File: config.mk
export PLATFORM = sky130hd
export DESIGN_NAME = sensor_readout
export DESIGN_NICKNAME = d
export VERILOG_FILES = /design/src/rtl/readout_pkg.sv /design/src/rtl/readout_regs.sv /design/src/rtl/sensor_readout.sv
export SDC_FILE = /design/constraint.sdc
export NUM_CORES = 1
export LEC_CHECK = 0
export BUFFER_PORTS_ARGS = -buffer_cell sky130_fd_sc_hd__buf_2
export CORE_UTILIZATION = 45
export DETAILED_ROUTE_END_ITERATION = 6
export SYNTH_ARGS = -nofsm -noshare
export SYNTH_HDL_FRONTEND = slang
export SYNTH_SLANG_ARGS = --single-unit
File: constraint.sdc
create_clock -name REF_CLK -period 10.5 [get_ports REF_CLK]
set_input_delay 1.05 -clock REF_CLK [delete_from_list [all_inputs] [get_ports REF_CLK]]
set_output_delay 1.05 -clock REF_CLK [all_outputs]
set_load 0.01 [all_outputs]
File: src/rtl/readout_pkg.sv
// Constants for the sensor-core readout sequencer
package readout_pkg;
   // Array geometry
   localparam int unsigned ARR_COLS = 1688;
   localparam int unsigned ARR_ROWS = 1256;
   localparam int unsigned CNT_W = 11;
   localparam logic [10:0] BLACK_LEFT_COLS = 11'h034;
   localparam logic [10:0] BLACK_RIGHT_COLS = 11'h004;
   localparam logic [10:0] BLACK_EDGE_ROWS = 11'h014;
   localparam logic [10:0] COL_LAST = 11'h697;
   localparam logic [10:0] ROW_LAST = 11'h4e7;
   // Default window
   localparam logic [10:0] WIN_ROW_START_RST = 11'h01c;
   localparam logic [10:0] WIN_COL_START_RST = 11'h03c;
   localparam logic [10:0] WIN_WIDTH_RST = 11'h640;
   localparam logic [10:0] WIN_HEIGHT_RST = 11'h4b0;
   localparam logic [10:0] BORDER_PIX = 11'h004;
   localparam logic [10:0] MIRROR_SHIFT = 11'h001;
   // Blanking defaults
   localparam logic [15:0] HBLANK_RST = 16'h015c;
   localparam logic [15:0] VBLANK_RST = 16'h0020;
   localparam logic [15:0] EXPOSURE_RST = 16'h0010;
   // Pixel width
   localparam int unsigned PIX_W = 10;
   // AXI4-Lite register byte offsets
   localparam logic [7:0] REG_CTRL = 8'h00;
   localparam logic [7:0] REG_ROW_START = 8'h04;
   localparam logic [7:0] REG_COL_START = 8'h08;
   localparam logic [7:0] REG_HEIGHT = 8'h0c;
   localparam logic [7:0] REG_WIDTH = 8'h10;
   localparam logic [7:0] REG_HBLANK = 8'h14;
   localparam logic [7:0] REG_VBLANK = 8'h18;
   localparam logic [7:0] REG_EXPOSURE = 8'h1c;
   localparam logic [7:0] REG_STATUS = 8'h20;
   // Control fields
   localparam int unsigned CTRL_RUN_BIT = 0;
   localparam int unsigned CTRL_BORDER_BIT = 1;
   localparam int unsigned CTRL_MIRROR_COL_BIT = 2;
   localparam int unsigned CTRL_MIRROR_ROW_BIT = 3;
   localparam logic [15:0] CTRL_RST = 16'h0001;
   // AXI responses
   localparam logic [1:0] RESP_OKAY = 2'b00;
   localparam logic [1:0] RESP_SLVERR = 2'b10;
   // Sequencer states
   typedef enum logic [1:0] {ST_IDLE, ST_LINE, ST_HBLANK, ST_VBLANK} seq_state_t;
endpackage : readout_pkg

File: src/rtl/readout_regs.sv
// AXI4-Lite register slave for the readout sequencer
`timescale 1ns/1ps
`default_nettype none
module readout_regs (
   // Clock and reset
   input wire logic clk,
   input wire logic rst,
   input wire logic ce,
   // AXI4-Lite slave
   input wire logic [7:0] awaddr,
   input wire logic awvalid,
   output logic awready,
   input wire logic [31:0] wdata,
   input wire logic [3:0] wstrb,
   input wire logic wvalid,
   output logic wready,
   output logic [1:0] bresp,
   output logic bvalid,
   input wire logic bready,
   input wire logic [7:0] araddr,
   input wire logic arvalid,
   output logic arready,
   output logic [31:0] rdata,
   output logic [1:0] rresp,
   output logic rvalid,
   input wire logic rready,
   // Pending settings
   output logic [15:0] ctrl,
   output logic [15:0] row_start,
   output logic [15:0] col_start,
   output logic [15:0] height,
   output logic [15:0] width,
   output logic [15:0] hblank,
   output logic [15:0] vblank,
   output logic [15:0] exposure,
   // Status from sequencer
   input wire logic [15:0] status
);
   // Address hit test
   function automatic logic mapped(input logic [7:0] a);
      mapped = (a <= readout_pkg::REG_STATUS) && (a[1:0] == 2'b00);
   endfunction : mapped

   // Merge 16 bits of write data under byte strobes
   function automatic logic [15:0] merge(input logic [15:0] old, input logic [31:0] d,
                                         input logic [3:0] s);
      merge = {s[1] ? d[15:8] : old[15:8], s[0] ? d[7:0] : old[7:0]};
   endfunction : merge

   logic [7:0] aw_r, aw_nxt; // Held write address
   logic aw_ok_r, aw_ok_nxt; // Write address held
   logic [31:0] wd_r, wd_nxt; // Held write data
   logic [3:0] ws_r, ws_nxt; // Held strobes
   logic w_ok_r, w_ok_nxt; // Write data held
   logic bvalid_r, bvalid_nxt;
   logic [1:0] bresp_r, bresp_nxt;
   logic rvalid_r, rvalid_nxt;
   logic [1:0] rresp_r, rresp_nxt;
   logic [31:0] rdata_r, rdata_nxt;
   logic [15:0] regs_r [8], regs_nxt [8]; // Writable registers by index

   // Next-state for bus channels and registers
   always_comb begin
      aw_nxt = aw_r;
      aw_ok_nxt = aw_ok_r;
      wd_nxt = wd_r;
      ws_nxt = ws_r;
      w_ok_nxt = w_ok_r;
      bvalid_nxt = bvalid_r;
      bresp_nxt = bresp_r;
      rvalid_nxt = rvalid_r;
      rresp_nxt = rresp_r;
      rdata_nxt = rdata_r;
      regs_nxt = regs_r;
      // Capture address and data in either order
      if (awvalid && !aw_ok_r) begin
         aw_nxt = awaddr;
         aw_ok_nxt = 1'b1;
      end
      if (wvalid && !w_ok_r) begin
         wd_nxt = wdata;
         ws_nxt = wstrb;
         w_ok_nxt = 1'b1;
      end
      // Perform write once both halves are present
      if (aw_ok_r && w_ok_r && !bvalid_r) begin
         aw_ok_nxt = 1'b0;
         w_ok_nxt = 1'b0;
         bvalid_nxt = 1'b1;
         if (mapped(aw_r) && aw_r != readout_pkg::REG_STATUS) begin
            bresp_nxt = readout_pkg::RESP_OKAY;
            regs_nxt[aw_r[4:2]] = merge(regs_r[aw_r[4:2]], wd_r, ws_r);
         end else begin
            bresp_nxt = readout_pkg::RESP_SLVERR;
         end
      end else if (bvalid_r && bready) begin
         bvalid_nxt = 1'b0;
      end
      // Read channel
      if (arvalid && !rvalid_r) begin
         rvalid_nxt = 1'b1;
         rresp_nxt = mapped(araddr) ? readout_pkg::RESP_OKAY : readout_pkg::RESP_SLVERR;
         if (araddr == readout_pkg::REG_STATUS)
            rdata_nxt = {16'h0000, status};
         else if (mapped(araddr))
            rdata_nxt = {16'h0000, regs_r[araddr[4:2]]};
         else
            rdata_nxt = 32'h0000_0000;
      end else if (rvalid_r && rready) begin
         rvalid_nxt = 1'b0;
      end
   end

   // Register the bus state
   always_ff @(posedge clk) begin
      if (rst) begin
         aw_r <= 8'h00;
         aw_ok_r <= 1'b0;
         wd_r <= 32'h0000_0000;
         ws_r <= 4'h0;
         w_ok_r <= 1'b0;
         bvalid_r <= 1'b0;
         bresp_r <= 2'b00;
         rvalid_r <= 1'b0;
         rresp_r <= 2'b00;
         rdata_r <= 32'h0000_0000;
         regs_r[0] <= readout_pkg::CTRL_RST;
         regs_r[1] <= {5'h00, readout_pkg::WIN_ROW_START_RST};
         regs_r[2] <= {5'h00, readout_pkg::WIN_COL_START_RST};
         regs_r[3] <= {5'h00, readout_pkg::WIN_HEIGHT_RST};
         regs_r[4] <= {5'h00, readout_pkg::WIN_WIDTH_RST};
         regs_r[5] <= readout_pkg::HBLANK_RST;
         regs_r[6] <= readout_pkg::VBLANK_RST;
         regs_r[7] <= readout_pkg::EXPOSURE_RST;
      end else if (ce) begin
         aw_r <= aw_nxt;
         aw_ok_r <= aw_ok_nxt;
         wd_r <= wd_nxt;
         ws_r <= ws_nxt;
         w_ok_r <= w_ok_nxt;
         bvalid_r <= bvalid_nxt;
         bresp_r <= bresp_nxt;
         rvalid_r <= rvalid_nxt;
         rresp_r <= rresp_nxt;
         rdata_r <= rdata_nxt;
         regs_r <= regs_nxt;
      end
   end

   // Ready while the holding slot is empty
   assign awready = !aw_ok_r;
   assign wready = !w_ok_r;
   assign bvalid = bvalid_r;
   assign bresp = bresp_r;
   assign arready = !rvalid_r;
   assign rvalid = rvalid_r;
   assign rresp = rresp_r;
   assign rdata = rdata_r;
   assign ctrl = regs_r[0];
   assign row_start = regs_r[1];
   assign col_start = regs_r[2];
   assign height = regs_r[3];
   assign width = regs_r[4];
   assign hblank = regs_r[5];
   assign vblank = regs_r[6];
   assign exposure = regs_r[7];
endmodule : readout_regs
`default_nettype wire

File: src/rtl/sensor_readout.sv
// Sensor-core readout sequencer: array scan, window, blanking and pixel port
`timescale 1ns/1ps
`default_nettype none
// Operation
// - Counters cover 1688 columns by 1256 rows
// - First 52 columns, edge 20 rows black
// - Last 4 columns also black
// - Default window 1600 by 1200
// - Default window starts row 28, column 60
// - Border option adds four pixels each side
// - Mirroring shifts window one pixel
// - Bayer colour by row and column parity
// - Each pixel is a 10-bit value
// - One pixel per master clock
// - Rows reset, integrate, then read
// - Progressive stream with line and frame valid
// - Line valid only on image pixels
// - Horizontal and vertical blanking programmable
// - Array scan starts at a window corner, clamped into the clear region
// - 16-bit registers reachable by host
// - Host writes settings directly
// - One pixel word per clock while valid
module sensor_readout (
   // Clock, reset, enable
   input wire logic REF_CLK,
   input wire logic SYS_RST,
   input wire logic CLK_EN,
   // AXI4-Lite slave
   input wire logic [7:0] S_AXI_AWADDR,
   input wire logic S_AXI_AWVALID,
   output logic S_AXI_AWREADY,
   input wire logic [31:0] S_AXI_WDATA,
   input wire logic [3:0] S_AXI_WSTRB,
   input wire logic S_AXI_WVALID,
   output logic S_AXI_WREADY,
   output logic [1:0] S_AXI_BRESP,
   output logic S_AXI_BVALID,
   input wire logic S_AXI_BREADY,
   input wire logic [7:0] S_AXI_ARADDR,
   input wire logic S_AXI_ARVALID,
   output logic S_AXI_ARREADY,
   output logic [31:0] S_AXI_RDATA,
   output logic [1:0] S_AXI_RRESP,
   output logic S_AXI_RVALID,
   input wire logic S_AXI_RREADY,
   // Analog chain sample for the addressed pixel, from the link domain
   input wire logic [9:0] ADC_SAMPLE,
   input wire logic ADC_CLK,
   // Pixel port
   output logic [9:0] PIX_DATA,
   output logic LINE_VALID,
   output logic FRAME_VALID,
   output logic PIX_GREEN,
   output logic PIX_RED_ROW,
   output logic pixel_rate_clock_out,
   // Array addressing for row reset and row read
   output logic [10:0] ROW_RESET_ADDR,
   output logic ROW_RESET_STB,
   output logic [10:0] ARRAY_COL,
   output logic [10:0] ARRAY_ROW,
   output logic ADC_EDGE
);
   // Pending register values
   logic [15:0] ctrl, row_start, col_start, height, width, hblank, vblank, exposure;
   logic [15:0] status;
   // Live copies, loaded at frame start
   logic [15:0] live_ctrl_r, live_ctrl_nxt;
   logic [10:0] live_rs_r, live_rs_nxt, live_cs_r, live_cs_nxt;
   logic [10:0] live_h_r, live_h_nxt, live_w_r, live_w_nxt;
   logic [15:0] live_hb_r, live_hb_nxt, live_vb_r, live_vb_nxt, live_exp_r, live_exp_nxt;
   // Scan counters
   readout_pkg::seq_state_t st_r, st_nxt;
   logic [10:0] col_r, col_nxt; // Column within window
   logic [10:0] row_r, row_nxt; // Row within window
   logic [15:0] blank_r, blank_nxt; // Blanking counter
   logic [15:0] frames_r, frames_nxt; // Frame count for status
   // Outputs
   logic [9:0] pix_r, pix_nxt;
   logic lv_r, lv_nxt, fv_r, fv_nxt;
   logic grn_r, grn_nxt, redrow_r, redrow_nxt;
   logic pclk_r, pclk_nxt;
   logic [10:0] rst_addr_r, rst_addr_nxt;
   logic rst_stb_r, rst_stb_nxt;
   logic [10:0] acol_r, acol_nxt, arow_r, arow_nxt;
   // Link-clock synchroniser and edge detect
   logic [9:0] smp_s1_r, smp_s2_r;
   logic lck_s1_r, lck_s2_r, lck_d_r, edge_r;

   // Window edges including border and mirror shift
   function automatic logic [10:0] win_start(input logic [10:0] s, input logic bord,
                                             input logic mir);
      logic [10:0] v;
      v = s;
      if (bord) v = v - readout_pkg::BORDER_PIX;
      if (mir) v = v + readout_pkg::MIRROR_SHIFT;
      win_start = v;
   endfunction : win_start

   function automatic logic [10:0] win_len(input logic [10:0] n, input logic bord);
      win_len = bord ? n + (readout_pkg::BORDER_PIX << 1) : n;
   endfunction : win_len

   // Map a window offset to an array address, reversed when mirrored
   function automatic logic [10:0] arr_addr(input logic [10:0] base, input logic [10:0] len,
                                            input logic [10:0] off, input logic mir);
      arr_addr = mir ? base + len - 11'h001 - off : base + off;
   endfunction : arr_addr

   // Clamp an address into the clear region of the array
   function automatic logic [10:0] clamp(input logic [10:0] a, input logic [10:0] lo,
                                         input logic [10:0] hi);
      clamp = (a < lo) ? lo : (a > hi) ? hi : a;
   endfunction : clamp

   // Register slave
   readout_regs u_regs (
      .clk(REF_CLK), .rst(SYS_RST), .ce(CLK_EN),
      .awaddr(S_AXI_AWADDR), .awvalid(S_AXI_AWVALID), .awready(S_AXI_AWREADY),
      .wdata(S_AXI_WDATA), .wstrb(S_AXI_WSTRB), .wvalid(S_AXI_WVALID),
      .wready(S_AXI_WREADY), .bresp(S_AXI_BRESP), .bvalid(S_AXI_BVALID),
      .bready(S_AXI_BREADY), .araddr(S_AXI_ARADDR), .arvalid(S_AXI_ARVALID),
      .arready(S_AXI_ARREADY), .rdata(S_AXI_RDATA), .rresp(S_AXI_RRESP),
      .rvalid(S_AXI_RVALID), .rready(S_AXI_RREADY),
      .ctrl(ctrl), .row_start(row_start), .col_start(col_start), .height(height),
      .width(width), .hblank(hblank), .vblank(vblank), .exposure(exposure),
      .status(status)
   );

   // Status: state, line valid, frame valid, frame count low bits
   assign status = {frames_r[11:0], fv_r, lv_r, st_r};

   // Two-flop synchronisers for the link clock and sample bus
   always_ff @(posedge REF_CLK) begin
      if (SYS_RST) begin
         smp_s1_r <= 10'h000;
         smp_s2_r <= 10'h000;
         lck_s1_r <= 1'b0;
         lck_s2_r <= 1'b0;
         lck_d_r <= 1'b0;
         edge_r <= 1'b0;
      end else if (CLK_EN) begin
         smp_s1_r <= ADC_SAMPLE;
         smp_s2_r <= smp_s1_r;
         lck_s1_r <= ADC_CLK;
         lck_s2_r <= lck_s1_r;
         lck_d_r <= lck_s2_r;
         edge_r <= lck_s2_r && !lck_d_r;
      end
   end

   // Sequencer next state
   always_comb begin
      logic [10:0] r0, c0, wl, hl, ar, ac;
      logic bord, mc, mr;
      r0 = 11'h000;
      c0 = 11'h000;
      wl = 11'h000;
      hl = 11'h000;
      ar = 11'h000;
      ac = 11'h000;
      bord = live_ctrl_r[readout_pkg::CTRL_BORDER_BIT];
      mc = live_ctrl_r[readout_pkg::CTRL_MIRROR_COL_BIT];
      mr = live_ctrl_r[readout_pkg::CTRL_MIRROR_ROW_BIT];
      st_nxt = st_r;
      col_nxt = col_r;
      row_nxt = row_r;
      blank_nxt = blank_r;
      frames_nxt = frames_r;
      live_ctrl_nxt = live_ctrl_r;
      live_rs_nxt = live_rs_r;
      live_cs_nxt = live_cs_r;
      live_h_nxt = live_h_r;
      live_w_nxt = live_w_r;
      live_hb_nxt = live_hb_r;
      live_vb_nxt = live_vb_r;
      live_exp_nxt = live_exp_r;
      rst_stb_nxt = 1'b0;
      rst_addr_nxt = rst_addr_r;
      pclk_nxt = !pclk_r;
      wl = win_len(live_w_r, bord);
      hl = win_len(live_h_r, bord);
      r0 = win_start(live_rs_r, bord, mr);
      c0 = win_start(live_cs_r, bord, mc);
      case (st_r)
         // Wait for run enable; load live settings at frame start
         readout_pkg::ST_IDLE: begin
            if (ctrl[readout_pkg::CTRL_RUN_BIT]) begin
               live_ctrl_nxt = ctrl;
               live_rs_nxt = row_start[10:0];
               live_cs_nxt = col_start[10:0];
               live_h_nxt = height[10:0];
               live_w_nxt = width[10:0];
               live_hb_nxt = hblank;
               live_vb_nxt = vblank;
               live_exp_nxt = exposure;
               col_nxt = 11'h000;
               row_nxt = 11'h000;
               st_nxt = readout_pkg::ST_LINE;
            end
         end
         // Emit one pixel per clock across the window width
         readout_pkg::ST_LINE: begin
            if (col_r == wl - 11'h001) begin
               col_nxt = 11'h000;
               blank_nxt = live_hb_r;
               st_nxt = readout_pkg::ST_HBLANK;
            end else begin
               col_nxt = col_r + 11'h001;
            end
         end
         // Horizontal blanking; rows reset ahead of their read
         readout_pkg::ST_HBLANK: begin
            if (blank_r == 16'h0000) begin
               // Reset the row that will be read exposure rows later
               rst_stb_nxt = 1'b1;
               if (row_r == hl - 11'h001) begin
                  row_nxt = 11'h000;
                  blank_nxt = live_vb_r;
                  st_nxt = readout_pkg::ST_VBLANK;
               end else begin
                  row_nxt = row_r + 11'h001;
                  st_nxt = readout_pkg::ST_LINE;
               end
            end else begin
               blank_nxt = blank_r - 16'h0001;
            end
         end
         // Vertical blanking, counted in row times of hblank plus width
         readout_pkg::ST_VBLANK: begin
            if (col_r == wl + live_hb_r[10:0]) begin
               col_nxt = 11'h000;
               if (blank_r == 16'h0000) begin
                  frames_nxt = frames_r + 16'h0001;
                  st_nxt = readout_pkg::ST_IDLE;
               end else begin
                  blank_nxt = blank_r - 16'h0001;
               end
            end else begin
               col_nxt = col_r + 11'h001;
            end
         end
         default: st_nxt = readout_pkg::ST_IDLE;
      endcase
      // Address, colour and data all follow the state being entered, so they line up
      ar = clamp(arr_addr(r0, hl, row_nxt, mr), readout_pkg::BLACK_EDGE_ROWS,
                 readout_pkg::ROW_LAST - readout_pkg::BLACK_EDGE_ROWS);
      ac = clamp(arr_addr(c0, wl, col_nxt, mc), readout_pkg::BLACK_LEFT_COLS,
                 readout_pkg::COL_LAST - readout_pkg::BLACK_RIGHT_COLS);
      if (rst_stb_nxt) rst_addr_nxt = ar + live_exp_r[10:0];
      lv_nxt = (st_nxt == readout_pkg::ST_LINE);
      fv_nxt = (st_nxt == readout_pkg::ST_LINE) || (st_nxt == readout_pkg::ST_HBLANK);
      arow_nxt = ar;
      acol_nxt = ac;
      pix_nxt = lv_nxt ? smp_s2_r : 10'h000;
      // Colour from array parity, unchanged by mirroring
      grn_nxt = ~(ac[0] ^ ar[0]);
      redrow_nxt = ~ar[0];
   end

   // Register the sequencer
   always_ff @(posedge REF_CLK) begin
      if (SYS_RST) begin
         st_r <= readout_pkg::ST_IDLE;
         col_r <= 11'h000;
         row_r <= 11'h000;
         blank_r <= 16'h0000;
         frames_r <= 16'h0000;
         live_ctrl_r <= readout_pkg::CTRL_RST;
         live_rs_r <= readout_pkg::WIN_ROW_START_RST;
         live_cs_r <= readout_pkg::WIN_COL_START_RST;
         live_h_r <= readout_pkg::WIN_HEIGHT_RST;
         live_w_r <= readout_pkg::WIN_WIDTH_RST;
         live_hb_r <= readout_pkg::HBLANK_RST;
         live_vb_r <= readout_pkg::VBLANK_RST;
         live_exp_r <= readout_pkg::EXPOSURE_RST;
         pix_r <= 10'h000;
         lv_r <= 1'b0;
         fv_r <= 1'b0;
         grn_r <= 1'b0;
         redrow_r <= 1'b0;
         pclk_r <= 1'b0;
         rst_addr_r <= 11'h000;
         rst_stb_r <= 1'b0;
         acol_r <= readout_pkg::BLACK_LEFT_COLS;
         arow_r <= readout_pkg::BLACK_EDGE_ROWS;
      end else if (CLK_EN) begin
         st_r <= st_nxt;
         col_r <= col_nxt;
         row_r <= row_nxt;
         blank_r <= blank_nxt;
         frames_r <= frames_nxt;
         live_ctrl_r <= live_ctrl_nxt;
         live_rs_r <= live_rs_nxt;
         live_cs_r <= live_cs_nxt;
         live_h_r <= live_h_nxt;
         live_w_r <= live_w_nxt;
         live_hb_r <= live_hb_nxt;
         live_vb_r <= live_vb_nxt;
         live_exp_r <= live_exp_nxt;
         pix_r <= pix_nxt;
         lv_r <= lv_nxt;
         fv_r <= fv_nxt;
         grn_r <= grn_nxt;
         redrow_r <= redrow_nxt;
         pclk_r <= pclk_nxt;
         rst_addr_r <= rst_addr_nxt;
         rst_stb_r <= rst_stb_nxt;
         acol_r <= acol_nxt;
         arow_r <= arow_nxt;
      end
   end

   // Port drivers, all from flip-flops
   assign PIX_DATA = pix_r;
   assign LINE_VALID = lv_r;
   assign FRAME_VALID = fv_r;
   assign PIX_GREEN = grn_r;
   assign PIX_RED_ROW = redrow_r;
   assign pixel_rate_clock_out = pclk_r;
   assign ROW_RESET_ADDR = rst_addr_r;
   assign ROW_RESET_STB = rst_stb_r;
   assign ARRAY_COL = acol_r;
   assign ARRAY_ROW = arow_r;
   assign ADC_EDGE = edge_r;
endmodule : sensor_readout
`default_nettype wire
==> out/metrics.csv, run 1 <==
stage,metric,value,unit
run_status,status,"finished, final reports clean",
synthesis,simple-gate share of the synthesized area,22.4,%
power,static leakage power,10.1,nW
global_route,largest net degree at the start of global routing,98,
synthesis,Syn Std Cell Area,23100,µm²
power,sequential share of power,40.9,%
clock_tree,clk_lat worst skew,590,ps
setup_path,reg2reg path depth,38,
final_layout,ANT cells,0,
synthesis,mux cell area share after synthesis,8.55,%
timing,"Period Utilization, post-route",91.7,%
setup_path,Crit path required time,10980,ps
power,power consumption,3.82,mW
worst_hold_path,WHS Path Cells,2,
synthesis,Synth area leader,dfxtp_1,
synthesis,"EDFF count, synth",0,
setup_path,Critical Path Sink Type,flip-flop,
synthesis,most frequent cell after synthesis,nand2_1,
timing,Setup Total Neg Slack,0,ps
global_route,GRT Util Overall,26.9,%
clock_tree,Max clock buf depth,3,
setup_path,crit path DAT,10110,ps
floorplanning,width of the die,228,µm
power,Comb power frac,15.3,%
synthesis,largest family of logic cells by synthesized area,simple AND/OR/NAND/NOR gates,
run,Max-Cap Viols,0,
setup_path,CP Max Fanout,10,
setup_path,worst path bufs/invs,3,
power,switching power,1.08,mW
clock_tree,Post-CTS Hold Buffers,0,
final_layout,Layout area overhead,10.8,%
clock_tree,postcts setup bufs,0,
final_layout,nets,3119,
global_route,GRT overflow,0,
setup_path,crit start category,flip-flop,
setup_path,Critical R2R Capture,ROW_RESET_ADDR[10],
placed_design,routability-driven placement congestion ratio,0.924,
power,PwrDens,149,nW/µm²
synthesis,Yosys reg bits,391,
worst_hold_path,hold wc startpoint,live_vb_r[7],
timing,Slew @ Worst Pin,1280,ps
synthesis,Ys Warns,0,
clock_tree,CTS tree,done,
floorplanning,Row Count,82,
floorplanning,die height,228,µm
setup_path,Critical Setup Path Class,flip-flop to flip-flop,
clock_tree,clock tree sinks,391,
synthesis,Synth top area share,33.9,%
timing,# setup viols final,0,
global_route,vias in the first global route,20000,
setup_path,RR Startpoint,live_h_r[3],
synthesis,Synth Area in Compound Gates,17.3,%
floorplanning,Placeable Area,50400,µm²
global_route,global-route wire length before repair,112000,µm
final_layout,layout cells sized above 1,11.0,%
setup_path,critical path startpoint,live_h_r[3],
worst_hold_path,Worst Hold Class,flip-flop to flip-flop,
timing,maximum clock rate,104,MHz
floorplanning,Starting Density,45.8,%
clock_tree,H-tree depth,2,
global_route,initial antenna violation count,0,
route,DR vias,21100,
timing,unrepaired setup endpoints after global routing,false,
timing,Post-Route Skew,25.4,ps
timing,Max-slew headroom,14.2,%
route,drt via density,5.77,
clock_tree,PostCTS Resize Cnt,0,
route,drt first pass iters,5,
setup_path,Crit path max-delay family,compound AO/OA/AOI/OAI gates,
synthesis,synth cell count leaders,"nand2_1, dfxtp_1, a21oi_1",
route,Routed Antenna Nets,0,
clock_tree,clock transition at the registers of the reported paths,60,ps
synthesis,top_reg_cell synth,dfxtp_1,
synthesis,sequential-to-total area share from yosys stat,33.9,%
power,P_int,2.74,mW
synthesis,Post-Synth XOR/XNOR Area,6.02,%
synthesis,Cells after Synth,2944,
setup_path,largest stage delay on the critical path,560,ps
synthesis,Avg Synthesized Cell Area,7.84,µm²
clock_tree,number of CTS-inserted buffers,44,
placed_design,sum of net half-perimeters after detailed placement,51200,µm
clock_tree,clk root buf,clkbuf_16,
floorplanning,die area,52200,µm²
setup_path,CP max-delay cell,fa_1,
route,DRC,0,
timing,"Hold Vio Cnt, Final",0,
placed_design,Port Buffers,125,
route,routed wire length,71400,µm
synthesis,async set-reset flop share out of synthesis,0,%
setup_path,flop2flop setup slack,870,ps
route,Initial DRC Count,1755,
timing,"Slew Viols, Final",0,
timing,min Tclk post-route,9630,ps
worst_hold_path,Hold EP,live_vb_r[7],
synthesis,Synth area leaders,"dfxtp_1, nand2_1, a21oi_1",
floorplanning,io pins,162,
synthesis,adder-cell share of the synthesized area,6.11,%
power,clock network fraction of design power,43.7,%
power,worst vdd rail ir drop,121,µV
setup_path,cell mode on critical path,o21ai_0,
power,fraction of power spent switching nets,28.2,%
route,Wirelength per Cell,19.5,µm
synthesis,synth unique cells,84,
[power by group through the flow]
| stage | Sequential (mW) | Combinational [mW] | Clock (mW) |
|---|---|---|---|
| 4_1_cts | 1.56 | 0.583 | 1.70 |
| 3_5_place_dp | 1.59 | 0.579 | 0 |
| 2_1_floorplan | 1.58 | 0.426 | 0 |
| 3_3_place_gp | 1.59 | 0.570 | 0 |
| 5_1_grt | 1.57 | 0.646 | 1.76 |
| 6_report | 1.56 | 0.586 | 1.67 |
[cell type report]
class / instances / area, µm²
multi-input cells: 2240 / 14000
repair buffers: 152 / 841
clock buffers: 56 / 1220
well taps: 672 / 841
inverters: 122 / 458
clock inverters: 26 / 357
fillers: 4867 / 24800
flip-flops and latches: 391 / 7830
[layout by cell type, fill, tap and decap left out, types with 12 or more instances in the layout]
| cell type | n |
|---|---|
| nand4_1 | 19 |
| nand2_1 | 587 |
| a221oi_1 | 19 |
| ha_1 | 71 |
| buf_2 | 123 |
| a22oi_1 | 19 |
| dfxtp_1 | 389 |
| or2_2 | 12 |
| nand3_1 | 84 |
| or3_1 | 18 |
| clkbuf_16 | 44 |
| nor2b_1 | 27 |
| o21ai_0 | 68 |
| o211ai_1 | 12 |
| mux2_2 | 24 |
| o31ai_1 | 12 |
| mux2i_1 | 92 |
| mux4_2 | 34 |
| nand2b_1 | 27 |
| conb_1 | 18 |
| nor2_1 | 262 |
| a21o_1 | 21 |
| nor3_1 | 47 |
| inv_1 | 120 |
| fa_1 | 26 |
| a211oi_1 | 48 |
| xor2_1 | 54 |
| o21a_1 | 16 |
| buf_4 | 28 |
| and3_1 | 19 |
| xnor2_1 | 86 |
| a21oi_1 | 345 |
[worst max-delay path by stage]
stage / end / slack, ps / depth (start not counted)
2_1_floorplan: ROW_RESET_ADDR[10] / 2370 / 38
3_3_place_gp: ROW_RESET_ADDR[10] / 990 / 38
3_5_place_dp: ROW_RESET_ADDR[10] / 810 / 38
4_1_cts: ROW_RESET_ADDR[10] / 700 / 38
5_1_grt: ROW_RESET_ADDR[10] / 90 / 38
6_report: ROW_RESET_ADDR[10] / 870 / 38
[stage by stage]
stage	std cells	cell area [µm²]	utilization [%]	hold slack, ps	worst slack (ps)
global placement	3577	24000	47.6	444	994
finish	3659	25600	50.8	454	869
floorplan	2961	23100	-	433	2370
global route	3659	25600	50.8	472	94.1
detailed placement	3577	24000	47.6	447	812
CTS	3659	25600	50.7	456	705
[cell families after synthesis]
| logic type | Yosys count |
|---|---|
| and+or+nand+nor | 1175 |
| AOI/OAI and AO/OA | 652 |
| DFF | 391 |
| buffers and inverters | 330 |
| muxes | 151 |
| xor gates and xnor gates | 147 |
| adders and majority gates | 97 |
| other | 1 |
[worst min-delay path, cell delays in order, from the launching register on]
cell     delay (ps)
dfxtp_1         310
nand2_1          50
a21oi_1          50
[per-layer routing]
layer / up-vias / GRT usage, % / wire, µm
met2: 719 / 42.7 / 32100
met3: 152 / 3.13 / 4210
met5: - / 0 / 0
met4: 0 / 12.2 / 3170
li1: 10100 / - / -
met1: 10100 / 36.5 / 31900
Power figures use the tool's default switching activity.
==> inputs of run 2 (changes only) <==
CAP_MARGIN = 10   (was not set)
PLACE_DENSITY = 0.68   (was not set)
SKIP_CTS_REPAIR_TIMING = 1   (was not set)
==> run 2 against run 1 <==
Via count increased by 1.2%; clock skew fell by 9.7 ps; utilization is 0.42 points lower; wire length hardly changed; worst setup slack better by 110 ps; clock power down 11%; die area unchanged; maximum frequency increased by 1.1%; global-route usage down 0.30 points; critical endpoint unchanged.
==> out/metrics.csv, run 2 (synthesis results as in run 1) <==
stage,metric,value,unit,change
timing,min Tclk post-route,9530,ps,was 9630 ps
power,sequential share of power,43.4,%,was 40.9%
setup_path,cell mode on critical path,o21ai_0,,unchanged
placed_design,Port Buffers,125,,unchanged
setup_path,Critical Setup Path Class,flip-flop to flip-flop,,unchanged
route,Routed Antenna Nets,0,,unchanged
global_route,GRT overflow,0,,unchanged
timing,Max-slew headroom,22.6,%,was 14.2%
floorplanning,die height,228,µm,unchanged
timing,"Period Utilization, post-route",90.7,%,was 91.7%
setup_path,reg2reg path depth,39,,was 38
clock_tree,clk root buf,clkbuf_16,,unchanged
power,switching power,1.03,mW,was 1.08 mW
final_layout,Final Util,50.3,%,was 50.8%
final_layout,Multi-input gate area,14000,µm²,about the same
global_route,met3 usage,4.24,%,was 3.13%
placed_design,routability-driven placement congestion ratio,0.932,,was 0.924
clock_tree,Max clock buf depth,3,,unchanged
run_status,status,"finished, final reports clean",,unchanged
final_layout,most frequent cells in the layout,"nand2_1, dfxtp_1, a21oi_1",,unchanged
timing,Setup Total Neg Slack,0,ps,unchanged
route,DRC,0,,unchanged
final_layout,ANT cells,0,,unchanged
global_route,initial antenna violation count,2,,was 0
final_layout,nets,3115,,was 3119
route,drt via density,5.86,,was 5.77
floorplanning,Row Count,82,,unchanged
setup_path,crit start category,flip-flop,,unchanged
timing,unrepaired setup endpoints after global routing,false,,unchanged
setup_path,CP Max Fanout,10,,unchanged
global_route,GR Util met2,43.3,%,was 42.7%
timing,"Hold Vio Cnt, Final",0,,unchanged
timing,Post-Route Skew,15.7,ps,was 25.4 ps
placed_design,sum of net half-perimeters after detailed placement,50600,µm,was 51200 µm
final_layout,Fill cells,4769,,was 4867
timing,"Slew Viols, Final",0,,unchanged
final_layout,"leading cell type in the layout, fill and taps excluded",nand2_1,,unchanged
final_layout,Sequential cell area,7830,µm²,unchanged
timing,# setup viols final,0,,unchanged
timing,Slew @ Worst Pin,1160,ps,was 1280 ps
setup_path,crit path DAT,9970,ps,was 10110 ps
floorplanning,die area,52200,µm²,unchanged
setup_path,CP max-delay cell,fa_1,,unchanged
setup_path,Critical Path Sink Type,flip-flop,,unchanged
clock_tree,clock tree sinks,391,,unchanged
worst_hold_path,WHS Path Cells,2,,unchanged
route,DR vias,21400,,was 21100
clock_tree,H-tree depth,2,,unchanged
power,P_int,2.58,mW,was 2.74 mW
floorplanning,Placeable Area,50400,µm²,unchanged
route,Initial DRC Count,2167,,was 1755
final_layout,Layout area overhead,9.89,%,was 10.8%
final_layout,layout cells sized above 1,10.7,%,was 11.0%
clock_tree,number of CTS-inserted buffers,42,,was 44
clock_tree,CTS tree,done,,unchanged
global_route,GRT met1 Usage,35.2,%,was 36.5%
clock_tree,clk_lat worst skew,560,ps,was 590 ps
route,drt first pass iters,5,,unchanged
floorplanning,Starting Density,45.8,%,unchanged
power,worst vdd rail ir drop,139,µV,was 121 µV
route,Wirelength per Cell,19.6,µm,was 19.5 µm
floorplanning,width of the die,228,µm,unchanged
power,clock network fraction of design power,40.8,%,was 43.7%
global_route,largest net degree at the start of global routing,103,,was 98
power,Comb power frac,15.8,%,was 15.3%
power,PwrDens,142,nW/µm²,was 149 nW/µm²
global_route,GRT Util Overall,26.6,%,was 26.9%
run,Max-Cap Viols,0,,unchanged
global_route,Top Usage Layer GRT,met2,,unchanged
global_route,vias in the first global route,20300,,was 20000
setup_path,Crit path required time,10950,ps,was 10980 ps
worst_hold_path,Worst Hold Class,flip-flop to flip-flop,,unchanged
clock_tree,clock transition at the registers of the reported paths,60,ps,about the same
floorplanning,io pins,162,,unchanged
global_route,global-route wire length before repair,112000,µm,about the same
power,power consumption,3.61,mW,was 3.82 mW
route,routed wire length,71400,µm,about the same
power,fraction of power spent switching nets,28.5,%,was 28.2%
setup_path,largest stage delay on the critical path,560,ps,about the same
timing,maximum clock rate,105,MHz,was 104 MHz
power,static leakage power,10.0,nW,was 10.1 nW
## run 2: cell count changes in the layout (fill, tap and decap cells not counted), moves of 3 or more
cell       before  now
buf_4          28   25
bufinv_16       7    1
clkbuf_1        5    9
clkbuf_8        7   10
clkinv_2       10    4
clkinv_4        3    0
## run 2: critical path, delay by kind of cell, from the launching register on
| family | cells | cell delay (ps) |
|---|---|---|
| XOR/XNOR | 1 | 150 |
| AO/OA/AOI/OAI | 21 | 4710 |
| flip-flops | 1 | 450 |
| multiplexers | 1 | 370 |
| adder cells (fa/ha/maj) | 5 | 1760 |
| AND/OR/NAND/NOR | 7 | 1490 |
| buffers and inverters | 4 | 470 |
## run 2: path summary, 6_finish.rpt
| check | from | to | slack, ps |
|---|---|---|---|
| hold / removal | u_regs.wd_r[9] | u_regs.wd_r[9] | 460 |
| setup reg to reg | live_h_r[3] | ROW_RESET_ADDR[10] | 970 |
| setup / recovery | live_h_r[3] | ROW_RESET_ADDR[10] | 970 |
| hold reg to reg | u_regs.wd_r[9] | u_regs.wd_r[9] | 460 |
## run 2: final cells by class
class / count / share of cell area (%)
repair buffers: 150 / 3.29
clock buffers: 62 / 4.92
well taps: 672 / 3.32
inverters: 122 / 1.81
flip-flops and latches: 391 / 30.9
clock inverters: 11 / 0.439
multi-input cells: 2240 / 55.4
## run 2: metrics by stage
step	hold slack, ps	instances	worst slack, ps	instance area, µm²
2_1_floorplan	433	2961	2370	23100
3_3_place_gp	445	3573	1210	24000
3_5_place_dp	445	3573	897	24000
4_1_cts	456	3646	857	25300
5_1_grt	474	3648	107	25400
6_report	455	3648	975	25400
## run 2: layer usage
metal | routed length [µm] | share of wire, % | vias to the layer above
li1 | - | - | 10100
met1 | 30600 | 43 | 10200
met2 | 32700 | 46 | 867
met3 | 5250 | 7.3 | 164
met4 | 2830 | 4.0 | 4
met5 | 27 | 0.038 | -
## run 2: power groups by stage
stage / clock network [mW] / logic (mW) / registers, mW
3_3_place_gp: 0 / 0.550 / 1.60
3_5_place_dp: 0 / 0.561 / 1.60
4_1_cts: 1.49 / 0.565 / 1.57
2_1_floorplan: 0 / 0.426 / 1.58
6_report: 1.48 / 0.571 / 1.57
5_1_grt: 1.55 / 0.629 / 1.57
